### config.mk
export PLATFORM = sky130hd
export DESIGN_NAME = rsh_switchover
export DESIGN_NICKNAME = d
export VERILOG_FILES = /design/src/verilog/rsh_pkg.sv /design/src/verilog/rsh_ref_div.sv /design/src/verilog/rsh_ref_mon.sv /design/src/verilog/rsh_switchover.sv
export SDC_FILE = /design/constraint.sdc
export NUM_CORES = 1
export LEC_CHECK = 0
export ABC_AREA = 0
export BUFFER_PORTS_ARGS = -buffer_cell sky130_fd_sc_hd__buf_2
export CAP_MARGIN = 20
export CORE_AREA = 4 4 177 128
export CTS_BUF_LIST = sky130_fd_sc_hd__clkbuf_4 sky130_fd_sc_hd__clkbuf_8
export DETAILED_ROUTE_END_ITERATION = 8
export DIE_AREA = 0 0 181 132
export HOLD_SLACK_MARGIN = 0.03
export PLACE_DENSITY = 0.63
export SYNTH_ARGS = -nofsm -noshare
export SYNTH_HDL_FRONTEND = slang
export SYNTH_HIERARCHICAL = 1
export SYNTH_SLANG_ARGS = --single-unit
### constraint.sdc
create_clock -name pclk -period 2.8 [get_ports pclk]
set_input_delay 0.7 -clock pclk [delete_from_list [all_inputs] [get_ports pclk]]
set_output_delay 0.7 -clock pclk [all_outputs]
set_load 0.02 [all_outputs]
### src/verilog/rsh_pkg.sv
// Purpose: shared constants for the reference switchover block
// Assumes: apb word registers at byte address = index * 4
// Notes:   indices are 10-bit word indices, not byte offsets
package rsh_pkg;
	// ==========================================================
	// register indices
	localparam logic [9:0] IDX_INPUT_CFG = 10'h01a;
	localparam logic [9:0] IDX_MISC_CTRL = 10'h01c;
	localparam logic [9:0] IDX_DIV_PRI   = 10'h020;
	localparam logic [9:0] IDX_DIV_SEC   = 10'h021;
	localparam logic [9:0] IDX_TIMEOUT   = 10'h022;
	localparam logic [9:0] IDX_STATUS    = 10'h023;
	localparam logic [9:0] IDX_IRQ_STAT  = 10'h024;
	localparam logic [9:0] IDX_IRQ_MASK  = 10'h025;
	localparam int         ADDR_LSB      = 2;
	localparam int         ADDR_MSB      = 11;

	// ==========================================================
	// input configuration fields
	localparam int BIT_LOOP_PD    = 0;
	localparam int BIT_PRI_SE_PD  = 1;
	localparam int BIT_SEC_SE_PD  = 2;
	localparam int BIT_PRI_CMOS   = 5;
	localparam int BIT_SEC_CMOS   = 6;

	// ==========================================================
	// misc control fields
	localparam int BIT_SEL_MANUAL = 2;
	localparam int BIT_CP_MID     = 6;
	localparam int BIT_INDEP_DIV  = 7;
	localparam int MODE_LSB       = 0;
	localparam int MODE_MSB       = 1;

	typedef enum logic [1:0] {
		RSH_MODE_REG    = 2'h0,
		RSH_MODE_PIN    = 2'h1,
		RSH_MODE_NONREV = 2'h2,
		RSH_MODE_REV    = 2'h3
	} rsh_mode_t;

	// ==========================================================
	// status and interrupt fields
	localparam int BIT_ST_PRI_OK  = 0;
	localparam int BIT_ST_SEC_OK  = 1;
	localparam int BIT_ST_ACT_SEC = 2;
	localparam int BIT_ST_HOLD    = 3;
	localparam int IRQ_W          = 5;
	localparam int IRQ_PRI_CHG    = 0;
	localparam int IRQ_SEC_CHG    = 1;
	localparam int IRQ_SWITCH     = 2;
	localparam int IRQ_HOLD_IN    = 3;
	localparam int IRQ_HOLD_OUT   = 4;

	// ==========================================================
	// widths and reset values
	localparam int          DIV_W        = 10;
	localparam int          TMO_W        = 16;
	localparam logic [9:0]  DIV_RST      = 10'h001;
	localparam logic [15:0] TIMEOUT_RST  = 16'h0400;
	localparam logic [7:0]  CFG_RST      = 8'h00;
	localparam logic [7:0]  MISC_RST     = 8'h00;

	typedef enum logic [2:0] {
		RSH_ST_PRI  = 3'b001,
		RSH_ST_SEC  = 3'b010,
		RSH_ST_HOLD = 3'b100
	} rsh_state_t;
endpackage : rsh_pkg

### src/verilog/rsh_ref_div.sv
// Purpose: integer divider for one reference input
// Assumes: reference sampled synchronously on pclk
// Notes:   a ratio of zero behaves as one
`timescale 1ns/100ps
module rsh_ref_div (
	input  wire logic                     pclk,
	input  wire logic                     presetn,
	input  wire logic                     ref_in,
	input  wire logic [rsh_pkg::DIV_W-1:0] ratio,
	output logic                          div_edge,
	output logic                          div_level
);
	typedef struct packed {
		logic                      prev;
		logic [rsh_pkg::DIV_W-1:0] cnt;
		logic                      edge_o;
		logic                      level;
	} rsh_div_t;

	rsh_div_t st_reg;
	rsh_div_t st_next;

	// ==========================================================
	// edge counting
	always_comb begin
		st_next        = st_reg;
		st_next.prev   = ref_in;
		st_next.edge_o = 1'b0;
		if (ref_in && !st_reg.prev) begin
			if (st_reg.cnt + 10'h001 >= ratio) begin
				st_next.cnt    = '0;
				st_next.edge_o = 1'b1;
				st_next.level  = !st_reg.level;
			end else begin
				st_next.cnt = st_reg.cnt + 10'h001;
			end
		end
	end

	always_ff @(posedge pclk or negedge presetn) begin
		if (!presetn) begin
			st_reg <= '0;
		end else begin
			st_reg <= st_next;
		end
	end

	assign div_edge  = st_reg.edge_o;
	assign div_level = st_reg.level;
endmodule : rsh_ref_div

### src/verilog/rsh_ref_mon.sv
// Purpose: presence monitor for one divided reference
// Assumes: div_edge is a one-cycle pulse per divided period
// Notes:   absent after reset until the first edge
`timescale 1ns/100ps
module rsh_ref_mon (
	input  wire logic                      pclk,
	input  wire logic                      presetn,
	input  wire logic                      div_edge,
	input  wire logic [rsh_pkg::TMO_W-1:0] timeout,
	output logic                           present
);
	typedef struct packed {
		logic [rsh_pkg::TMO_W-1:0] idle;
		logic                      ok;
	} rsh_mon_t;

	rsh_mon_t st_reg;
	rsh_mon_t st_next;

	// ==========================================================
	// timeout on the oscillator clock
	always_comb begin
		st_next = st_reg;
		if (div_edge) begin
			st_next.idle = '0;
			st_next.ok   = 1'b1;
		end else if (st_reg.idle >= timeout) begin
			st_next.ok = 1'b0;
		end else begin
			st_next.idle = st_reg.idle + 16'h0001;
		end
	end

	always_ff @(posedge pclk or negedge presetn) begin
		if (!presetn) begin
			st_reg <= '0;
		end else begin
			st_reg <= st_next;
		end
	end

	assign present = st_reg.ok;
endmodule : rsh_ref_mon

### src/verilog/rsh_switchover.sv
// Purpose: reference receivers, dividers, monitor, switchover, holdover
// Assumes: pclk is the oscillator-derived clock; pins synchronous
// Notes:   apb slave with one wait state on every access
//          references must stay below half the pclk rate
//
// Our own choices: register access over APB and the register offsets.
`timescale 1ns/100ps
module rsh_switchover (
	input  wire logic        pclk,
	input  wire logic        presetn,
	input  wire logic        psel,
	input  wire logic        penable,
	input  wire logic        pwrite,
	input  wire logic [11:0] paddr,
	input  wire logic [31:0] pwdata,
	output logic      [31:0] prdata,
	output logic             pready,
	output logic             pslverr,
	input  wire logic        primary_reference,
	input  wire logic        secondary_reference,
	input  wire logic        ref_select_pin,
	output logic             diff_rx_pd,
	output logic             pri_se_pd,
	output logic             sec_se_pd,
	output logic             active_is_secondary,
	output logic             holdover,
	output logic             cp_tristate,
	output logic             cp_midsupply,
	output logic             input_loop_resync,
	output logic             irq
);
	typedef struct packed {
		logic [7:0]                cfg;
		logic [7:0]                misc;
		logic [rsh_pkg::DIV_W-1:0] div_pri;
		logic [rsh_pkg::DIV_W-1:0] div_sec;
		logic [rsh_pkg::TMO_W-1:0] timeout;
		logic [rsh_pkg::IRQ_W-1:0] irq_stat;
		logic [rsh_pkg::IRQ_W-1:0] irq_mask;
		rsh_pkg::rsh_state_t       state;
		logic                      pri_ok_d;
		logic                      sec_ok_d;
		logic [31:0]               rdata;
		logic                      ready;
		logic                      err;
		logic                      diff_pd;
		logic                      pri_pd;
		logic                      sec_pd;
		logic                      resync;
		logic                      irq_o;
		logic                      cp_z;
		logic                      cp_mid;
		logic                      act_sec;
		logic                      hold_o;
	} rsh_top_t;

	rsh_top_t st_reg;
	rsh_top_t st_next;

	logic                      pri_seen;
	logic                      sec_seen;
	logic [1:0]                ref_seen;
	logic [1:0]                div_edge;
	logic [1:0]                ref_ok;
	logic [rsh_pkg::DIV_W-1:0] ratio [2];

	// ==========================================================
	// receiver paths
	// an input is seen as a stuck-low reference only while both diff_pd and its own single-ended pd are set
	// hazard: re-powering a high input shows one false edge
	always_comb begin
		pri_seen = primary_reference & !(st_reg.diff_pd & st_reg.pri_pd);
		sec_seen = secondary_reference & !(st_reg.diff_pd & st_reg.sec_pd);
	end

	assign ref_seen = {sec_seen, pri_seen};
	// a new ratio applies from the next input edge on
	// shared or independent ratio
	assign ratio[0] = st_reg.div_pri;
	assign ratio[1] = st_reg.misc[rsh_pkg::BIT_INDEP_DIV] ?
		st_reg.div_sec : st_reg.div_pri;

	// ==========================================================
	// dividers and monitors per input
	// both monitors share one timeout setting
	genvar gi;
	generate
		for (gi = 0; gi < 2; gi++) begin : g_ref
			rsh_ref_div u_div (
				.pclk      (pclk),
				.presetn   (presetn),
				.ref_in    (ref_seen[gi]),
				.ratio     (ratio[gi]),
				.div_edge  (div_edge[gi]),
				.div_level ()
			);
			rsh_ref_mon u_mon (
				.pclk     (pclk),
				.presetn  (presetn),
				.div_edge (div_edge[gi]),
				.timeout  (st_reg.timeout),
				.present  (ref_ok[gi])
			);
		end
	endgenerate

	// ==========================================================
	// next state
	logic [9:0]           idx;
	logic                 wr_go;
	logic                 rd_go;
	logic                 hit;
	logic [31:0]          rd_val;
	logic [4:0]           ev;
	rsh_pkg::rsh_mode_t   mode;
	logic                 want_sec;
	logic                 pri_ok;
	logic                 sec_ok;
	logic                 cmos_pri;
	logic                 cmos_sec;
	logic                 loop_pd;

	always_comb begin
		st_next  = st_reg;
		idx      = paddr[rsh_pkg::ADDR_MSB:rsh_pkg::ADDR_LSB];
		wr_go    = psel & penable & st_reg.ready & pwrite;
		rd_go    = psel & penable & st_reg.ready & !pwrite;
		pri_ok   = ref_ok[0];
		sec_ok   = ref_ok[1];
		mode     = rsh_pkg::rsh_mode_t'(
			st_reg.misc[rsh_pkg::MODE_MSB:rsh_pkg::MODE_LSB]);
		want_sec = 1'b0;
		ev       = '0;
		hit      = 1'b1;
		rd_val   = '0;

		// register readback
		case (idx)
			rsh_pkg::IDX_INPUT_CFG: rd_val = {24'h000000, st_reg.cfg};
			rsh_pkg::IDX_MISC_CTRL: rd_val = {24'h000000, st_reg.misc};
			rsh_pkg::IDX_DIV_PRI:   rd_val = {22'h000000, st_reg.div_pri};
			rsh_pkg::IDX_DIV_SEC:   rd_val = {22'h000000, st_reg.div_sec};
			rsh_pkg::IDX_TIMEOUT:   rd_val = {16'h0000, st_reg.timeout};
			rsh_pkg::IDX_STATUS:    rd_val = {28'h0000000,
				st_reg.state == rsh_pkg::RSH_ST_HOLD,
				st_reg.state == rsh_pkg::RSH_ST_SEC,
				st_reg.sec_ok_d, st_reg.pri_ok_d};
			rsh_pkg::IDX_IRQ_STAT:  rd_val = {27'h0000000, st_reg.irq_stat};
			rsh_pkg::IDX_IRQ_MASK:  rd_val = {27'h0000000, st_reg.irq_mask};
			default:                hit    = 1'b0;
		endcase

		// apb: one wait state, then complete
		// writes and read-clear act only at the completing edge
		st_next.ready = psel & penable & !st_reg.ready;
		// error answer stands only while ready does
		st_next.err   = 1'b0;
		if (psel && penable && !st_reg.ready) begin
			st_next.err   = !hit;
			st_next.rdata = pwrite ? 32'h00000000 : rd_val;
		end

		if (wr_go && hit) begin
			case (idx)
				rsh_pkg::IDX_INPUT_CFG: st_next.cfg     = pwdata[7:0];
				rsh_pkg::IDX_MISC_CTRL: st_next.misc    = pwdata[7:0];
				rsh_pkg::IDX_DIV_PRI:   st_next.div_pri = pwdata[9:0];
				rsh_pkg::IDX_DIV_SEC:   st_next.div_sec = pwdata[9:0];
				rsh_pkg::IDX_TIMEOUT:   st_next.timeout = pwdata[15:0];
				rsh_pkg::IDX_IRQ_MASK:  st_next.irq_mask = pwdata[4:0];
				// status words take no writes and give no error
				default:                st_next.cfg     = st_reg.cfg;
			endcase
		end

		// ======================================================
		// receiver power control
		cmos_pri = st_reg.cfg[rsh_pkg::BIT_PRI_CMOS];
		cmos_sec = st_reg.cfg[rsh_pkg::BIT_SEC_CMOS];
		loop_pd  = st_reg.cfg[rsh_pkg::BIT_LOOP_PD];
		st_next.diff_pd = loop_pd | (cmos_pri & cmos_sec);
		st_next.pri_pd = loop_pd | st_reg.cfg[rsh_pkg::BIT_PRI_SE_PD] |
			!cmos_pri;
		st_next.sec_pd = loop_pd | st_reg.cfg[rsh_pkg::BIT_SEC_SE_PD] |
			!cmos_sec;

		// ======================================================
		// switchover state machine
		// manual modes follow the choice even into an absent input
		// manual source choice
		if (mode == rsh_pkg::RSH_MODE_PIN) begin
			want_sec = ref_select_pin;
		end else begin
			want_sec = st_reg.misc[rsh_pkg::BIT_SEL_MANUAL];
		end
		st_next.resync = 1'b0;
		case (st_reg.state)
			rsh_pkg::RSH_ST_PRI: begin
				if (!pri_ok && !sec_ok) begin
					st_next.state = rsh_pkg::RSH_ST_HOLD;
				end else if (mode == rsh_pkg::RSH_MODE_REG ||
					mode == rsh_pkg::RSH_MODE_PIN) begin
					if (want_sec) begin
						st_next.state = rsh_pkg::RSH_ST_SEC;
					end
				end else if (!pri_ok && sec_ok) begin
					st_next.state = rsh_pkg::RSH_ST_SEC;
				end
			end
			rsh_pkg::RSH_ST_SEC: begin
				if (!pri_ok && !sec_ok) begin
					st_next.state = rsh_pkg::RSH_ST_HOLD;
				end else if (mode == rsh_pkg::RSH_MODE_REG ||
					mode == rsh_pkg::RSH_MODE_PIN) begin
					if (!want_sec) begin
						st_next.state = rsh_pkg::RSH_ST_PRI;
					end
				end else if (mode == rsh_pkg::RSH_MODE_REV && pri_ok) begin
					st_next.state = rsh_pkg::RSH_ST_PRI;
				end else if (!sec_ok) begin
					st_next.state = rsh_pkg::RSH_ST_PRI;
				end
			end
			rsh_pkg::RSH_ST_HOLD: begin
				// reference back, resync
				// auto mode prefers primary when both are back
				// in auto modes a lone present input wins
				if (pri_ok || sec_ok) begin
					st_next.resync = 1'b1;
					if (mode == rsh_pkg::RSH_MODE_REG ||
						mode == rsh_pkg::RSH_MODE_PIN) begin
						st_next.state = want_sec ?
							rsh_pkg::RSH_ST_SEC : rsh_pkg::RSH_ST_PRI;
					end else if (pri_ok) begin
						st_next.state = rsh_pkg::RSH_ST_PRI;
					end else begin
						st_next.state = rsh_pkg::RSH_ST_SEC;
					end
				end
			end
			default: st_next.state = rsh_pkg::RSH_ST_PRI;
		endcase

		// ======================================================
		// charge pump during holdover
		// tristate by default
		st_next.cp_z = (st_next.state == rsh_pkg::RSH_ST_HOLD) &
			!st_reg.misc[rsh_pkg::BIT_CP_MID];
		st_next.cp_mid = (st_next.state == rsh_pkg::RSH_ST_HOLD) &
			st_reg.misc[rsh_pkg::BIT_CP_MID];

		// ======================================================
		// state flags kept in flops so the outputs are glitch-free
		st_next.act_sec = st_next.state == rsh_pkg::RSH_ST_SEC;
		st_next.hold_o  = st_next.state == rsh_pkg::RSH_ST_HOLD;

		// ======================================================
		// events and sticky interrupt status
		st_next.pri_ok_d = pri_ok;
		st_next.sec_ok_d = sec_ok;
		ev[rsh_pkg::IRQ_PRI_CHG]  = pri_ok ^ st_reg.pri_ok_d;
		ev[rsh_pkg::IRQ_SEC_CHG]  = sec_ok ^ st_reg.sec_ok_d;
		ev[rsh_pkg::IRQ_SWITCH]   =
			(st_reg.state == rsh_pkg::RSH_ST_PRI &&
			 st_next.state == rsh_pkg::RSH_ST_SEC) ||
			(st_reg.state == rsh_pkg::RSH_ST_SEC &&
			 st_next.state == rsh_pkg::RSH_ST_PRI);
		ev[rsh_pkg::IRQ_HOLD_IN]  = st_reg.state != rsh_pkg::RSH_ST_HOLD &&
			st_next.state == rsh_pkg::RSH_ST_HOLD;
		ev[rsh_pkg::IRQ_HOLD_OUT] = st_next.resync;
		// read clears; a same-cycle event still sets
		// only bits the read reported are cleared, so an event
		// landing while the answer was in flight is not lost
		if (rd_go && idx == rsh_pkg::IDX_IRQ_STAT) begin
			st_next.irq_stat = ev | (st_reg.irq_stat &
				~st_reg.rdata[rsh_pkg::IRQ_W-1:0]);
		end else begin
			st_next.irq_stat = st_reg.irq_stat | ev;
		end
		// a mask change shows on irq one edge after the write
		st_next.irq_o = |(st_next.irq_stat & st_reg.irq_mask);
	end

	// ==========================================================
	// state register
	always_ff @(posedge pclk or negedge presetn) begin
		if (!presetn) begin
			st_reg          <= '0;
			st_reg.cfg      <= rsh_pkg::CFG_RST;
			st_reg.misc     <= rsh_pkg::MISC_RST;
			st_reg.div_pri  <= rsh_pkg::DIV_RST;
			st_reg.div_sec  <= rsh_pkg::DIV_RST;
			st_reg.timeout  <= rsh_pkg::TIMEOUT_RST;
			st_reg.state    <= rsh_pkg::RSH_ST_HOLD;
			st_reg.diff_pd  <= 1'b0;
			st_reg.pri_pd   <= 1'b1;
			st_reg.sec_pd   <= 1'b1;
			st_reg.cp_z     <= 1'b1;
			st_reg.hold_o   <= 1'b1;
		end else begin
			st_reg <= st_next;
		end
	end

	// ==========================================================
	// outputs, all straight from the state register
	assign prdata              = st_reg.rdata;
	assign pready              = st_reg.ready;
	assign pslverr             = st_reg.err;
	assign diff_rx_pd          = st_reg.diff_pd;
	assign pri_se_pd           = st_reg.pri_pd;
	assign sec_se_pd           = st_reg.sec_pd;
	assign active_is_secondary = st_reg.act_sec;
	assign holdover            = st_reg.hold_o;
	assign cp_tristate         = st_reg.cp_z;
	assign cp_midsupply        = st_reg.cp_mid;
	assign input_loop_resync   = st_reg.resync;
	assign irq                 = st_reg.irq_o;
endmodule : rsh_switchover

==> impl_metrics.tcl <==
set metrics [dict create \
    tightest_slew_ns 0.629 \
    hpwl_mm 16.4 \
    gp_congestion 0.856 \
    ctsRootBufferMaster "clkbuf_8" \
    layout_setup_ws_ns 0.252 \
    slew_headroom_pct 58.0 \
    drive_above_1_share_pct 24.8 \
    io_buffers 60 \
    yosys_warnings 6 \
    pre_cts_ws_ns 0.139 \
    p_seq_share_pct 46.9 \
    power_frac_comb_pct 21.1 \
    slowest_delay_ns 0.65 \
    cts_buffers 17 \
    placed_area_mm2 0.00974 \
    leakagePower_nw 4.58 \
    synth_cells 913 \
    hold_buffers 0 \
    gr-usage-met3_pct 4.58 \
    r2r_setup_slack_ns 0.25 \
    status "completed" \
    htree_levels 4 \
    layout_min_cycle_time_ns 2.55 \
    report.final.setup_viol 0 \
    start_util_pct 43.7 \
    design_area_mm2 0.0101 \
    drc 0 \
    max_freq_mhz 392 \
    netlist_area_mm2 0.00923 \
    grt_pass1_wl_mm 36.1 \
    grt_util_met2_pct 25.7 \
    setup_tns_ns 0 \
    ios 95 \
    grt_antenna_before_repair 2 \
    p_clk_share_pct 32.0 \
    drv_cap 0 \
    detail-route-antenna-nets 0 \
    rows 45 \
    cp-end-kind "flop" \
    cts.clk_slew.worst_paths_ns 0.10 \
    fin_crit_sh_pct 91.0 \
    critPathBufInv 1 \
    core_mm2 0.0211 \
    finalMaxSlewViolations 0 \
    crit_family "compound AO/OA/AOI/OAI gates" \
    power.total_mw 5.40 \
    vdd_drop_max_uv 281 \
    cts_buffer_depth 2 \
    path_class "flop to flop" \
    grtUsageTotal_pct 18.6 \
    synth_area_per_cell_um2 10.1 \
    cts_tree "built" \
    via_per_inst 5.56 \
    drt_wl_total_mm 22.4 \
    syn2layout_area_growth_pct 9.86 \
    power.internal_mw 3.60 \
    die_h_um 132 \
    grt_max_degree 51 \
    cp_max_fo 12 \
    grt_overflow 0 \
    worstPathRequired_ns 3.13 \
    post-cts-setup-buffer-count 0 \
    cts.sink_count 152 \
    critical_path.cell_chain "mux2_2, inv_1, ha_1, a21o_1, a21oi_1, o22a_2, o21ai_4, o41ai_1" \
    use_met1_pct 29.5 \
    power.switching_mw 1.80 \
    cp.arrival_ns 2.88 \
    grt_pass1_vias 6463 \
    via_count 7008 \
    cts.repair.resized 0 \
    largest_reg_flops 52 \
    drt_iter0_drc 542 \
    drtPass1Iterations 7 \
    insertion_delay_ns 0.47 \
    wl_per_cell_um 17.7 \
    finalHoldViolations 0 \
    hold_ws_ns 0.157 \
    sw_frac_of_total_pct 33.3 \
    rsz0062_at_grt "no" \
    die-area_mm2 0.0239 \
    skew_ns 0.0174 \
    diodes 0 \
    slowest_stage "dfrtp_1" \
    startpoint_type "flop" \
    grt.busiest_layer "met1" \
    hp-class "primary input to asynchronous set/reset pin" \
    die_x_um 181 \
    num-nets-final 1073 \
    p_per_area_mw_per_mm2 533 \
]
==> power by group through the flow <==
stage,logic (mW),clock network (mW),registers [mW]
2_1_floorplan,0.844,0,2.52
3_3_place_gp,1.12,0,2.58
3_5_place_dp,1.14,0,2.58
4_1_cts,1.14,1.78,2.54
5_1_grt,1.26,1.88,2.56
6_report,1.14,1.73,2.54
==> per-layer routing <==
| layer | up-vias | wire [um] |
|---|---|---|
| met2 | 143 | 9230 |
| met1 | 3437 | 11700 |
| met5 | - | 27 |
| li1 | 3405 | - |
| met3 | 19 | 1200 |
| met4 | 4 | 203 |
==> per-stage QoR <==
stage          util (%)  instances
6_report           48.0       1260
5_1_grt            48.0       1260
4_1_cts            48.0       1260
3_5_place_dp       46.1       1228
3_3_place_gp       46.1       1228
2_1_floorplan         -        928
==> worst reg2reg max path, delay by kind of cell (launching register included) <==
family                     cells  cell delay (ns)
buffers and inverters          1             0.06
AOI/OAI and AO/OA              5             1.08
adders and majority gates      1             0.24
muxes                          1             0.40
DFF                            1             0.65
==> worst paths after layout <==
kind | start | depth (start not counted) | end
worst max-delay path | st_reg[101] | 8 | g_ref[1].u_div/st_reg[7]
worst min-delay path | presetn | 1 | g_ref[1].u_mon/st_reg[13]
worst max register to register | st_reg[101] | 8 | g_ref[1].u_div/st_reg[7]
worst min register to register | st_reg[100] | 1 | cp_tristate
max in group asynchronous | presetn | 2 | st_reg[101]
min in group pclk | st_reg[100] | 1 | cp_tristate
==> layout by cell type (no fill, tap or decap), drive strengths merged, types with 4 or more instances in the layout <==
| cell type | count |
|---|---|
| o21a | 6 |
| a32o | 5 |
| a31o | 4 |
| o41ai | 4 |
| nand4 | 14 |
| dfrtp | 144 |
| or2 | 4 |
| a22o | 6 |
| mux2i | 5 |
| and3 | 10 |
| and2 | 5 |
| o21ai | 50 |
| xor2 | 4 |
| a21oi | 55 |
| xnor2 | 15 |
| nand2b | 10 |
| nor2b | 13 |
| conb | 16 |
| nand3 | 24 |
| a211oi | 5 |
| o22ai | 5 |
| a22oi | 13 |
| or4 | 23 |
| buf | 84 |
| inv | 70 |
| ha | 56 |
| nand2 | 92 |
| a21o | 6 |
| clkbuf | 20 |
| dfstp | 8 |
| clkinv | 5 |
| nor3 | 4 |
| nor2 | 31 |
| a21boi | 5 |
| nor4 | 7 |
| nor3b | 5 |
| o31ai | 28 |
| mux2 | 70 |
==> cell type report <==
class / instances / area [um2]
Timing Repair Buffer: 84 / 512
Fill cell: 1957 / 11000
Tap cell: 282 / 353
Multi-Input combinational cell: 646 / 4820
Clock buffer: 20 / 269
Inverter: 64 / 240
Clock inverter: 12 / 131
Sequential cell: 152 / 3810
Note: power is estimated with default switching activity, not from simulation.
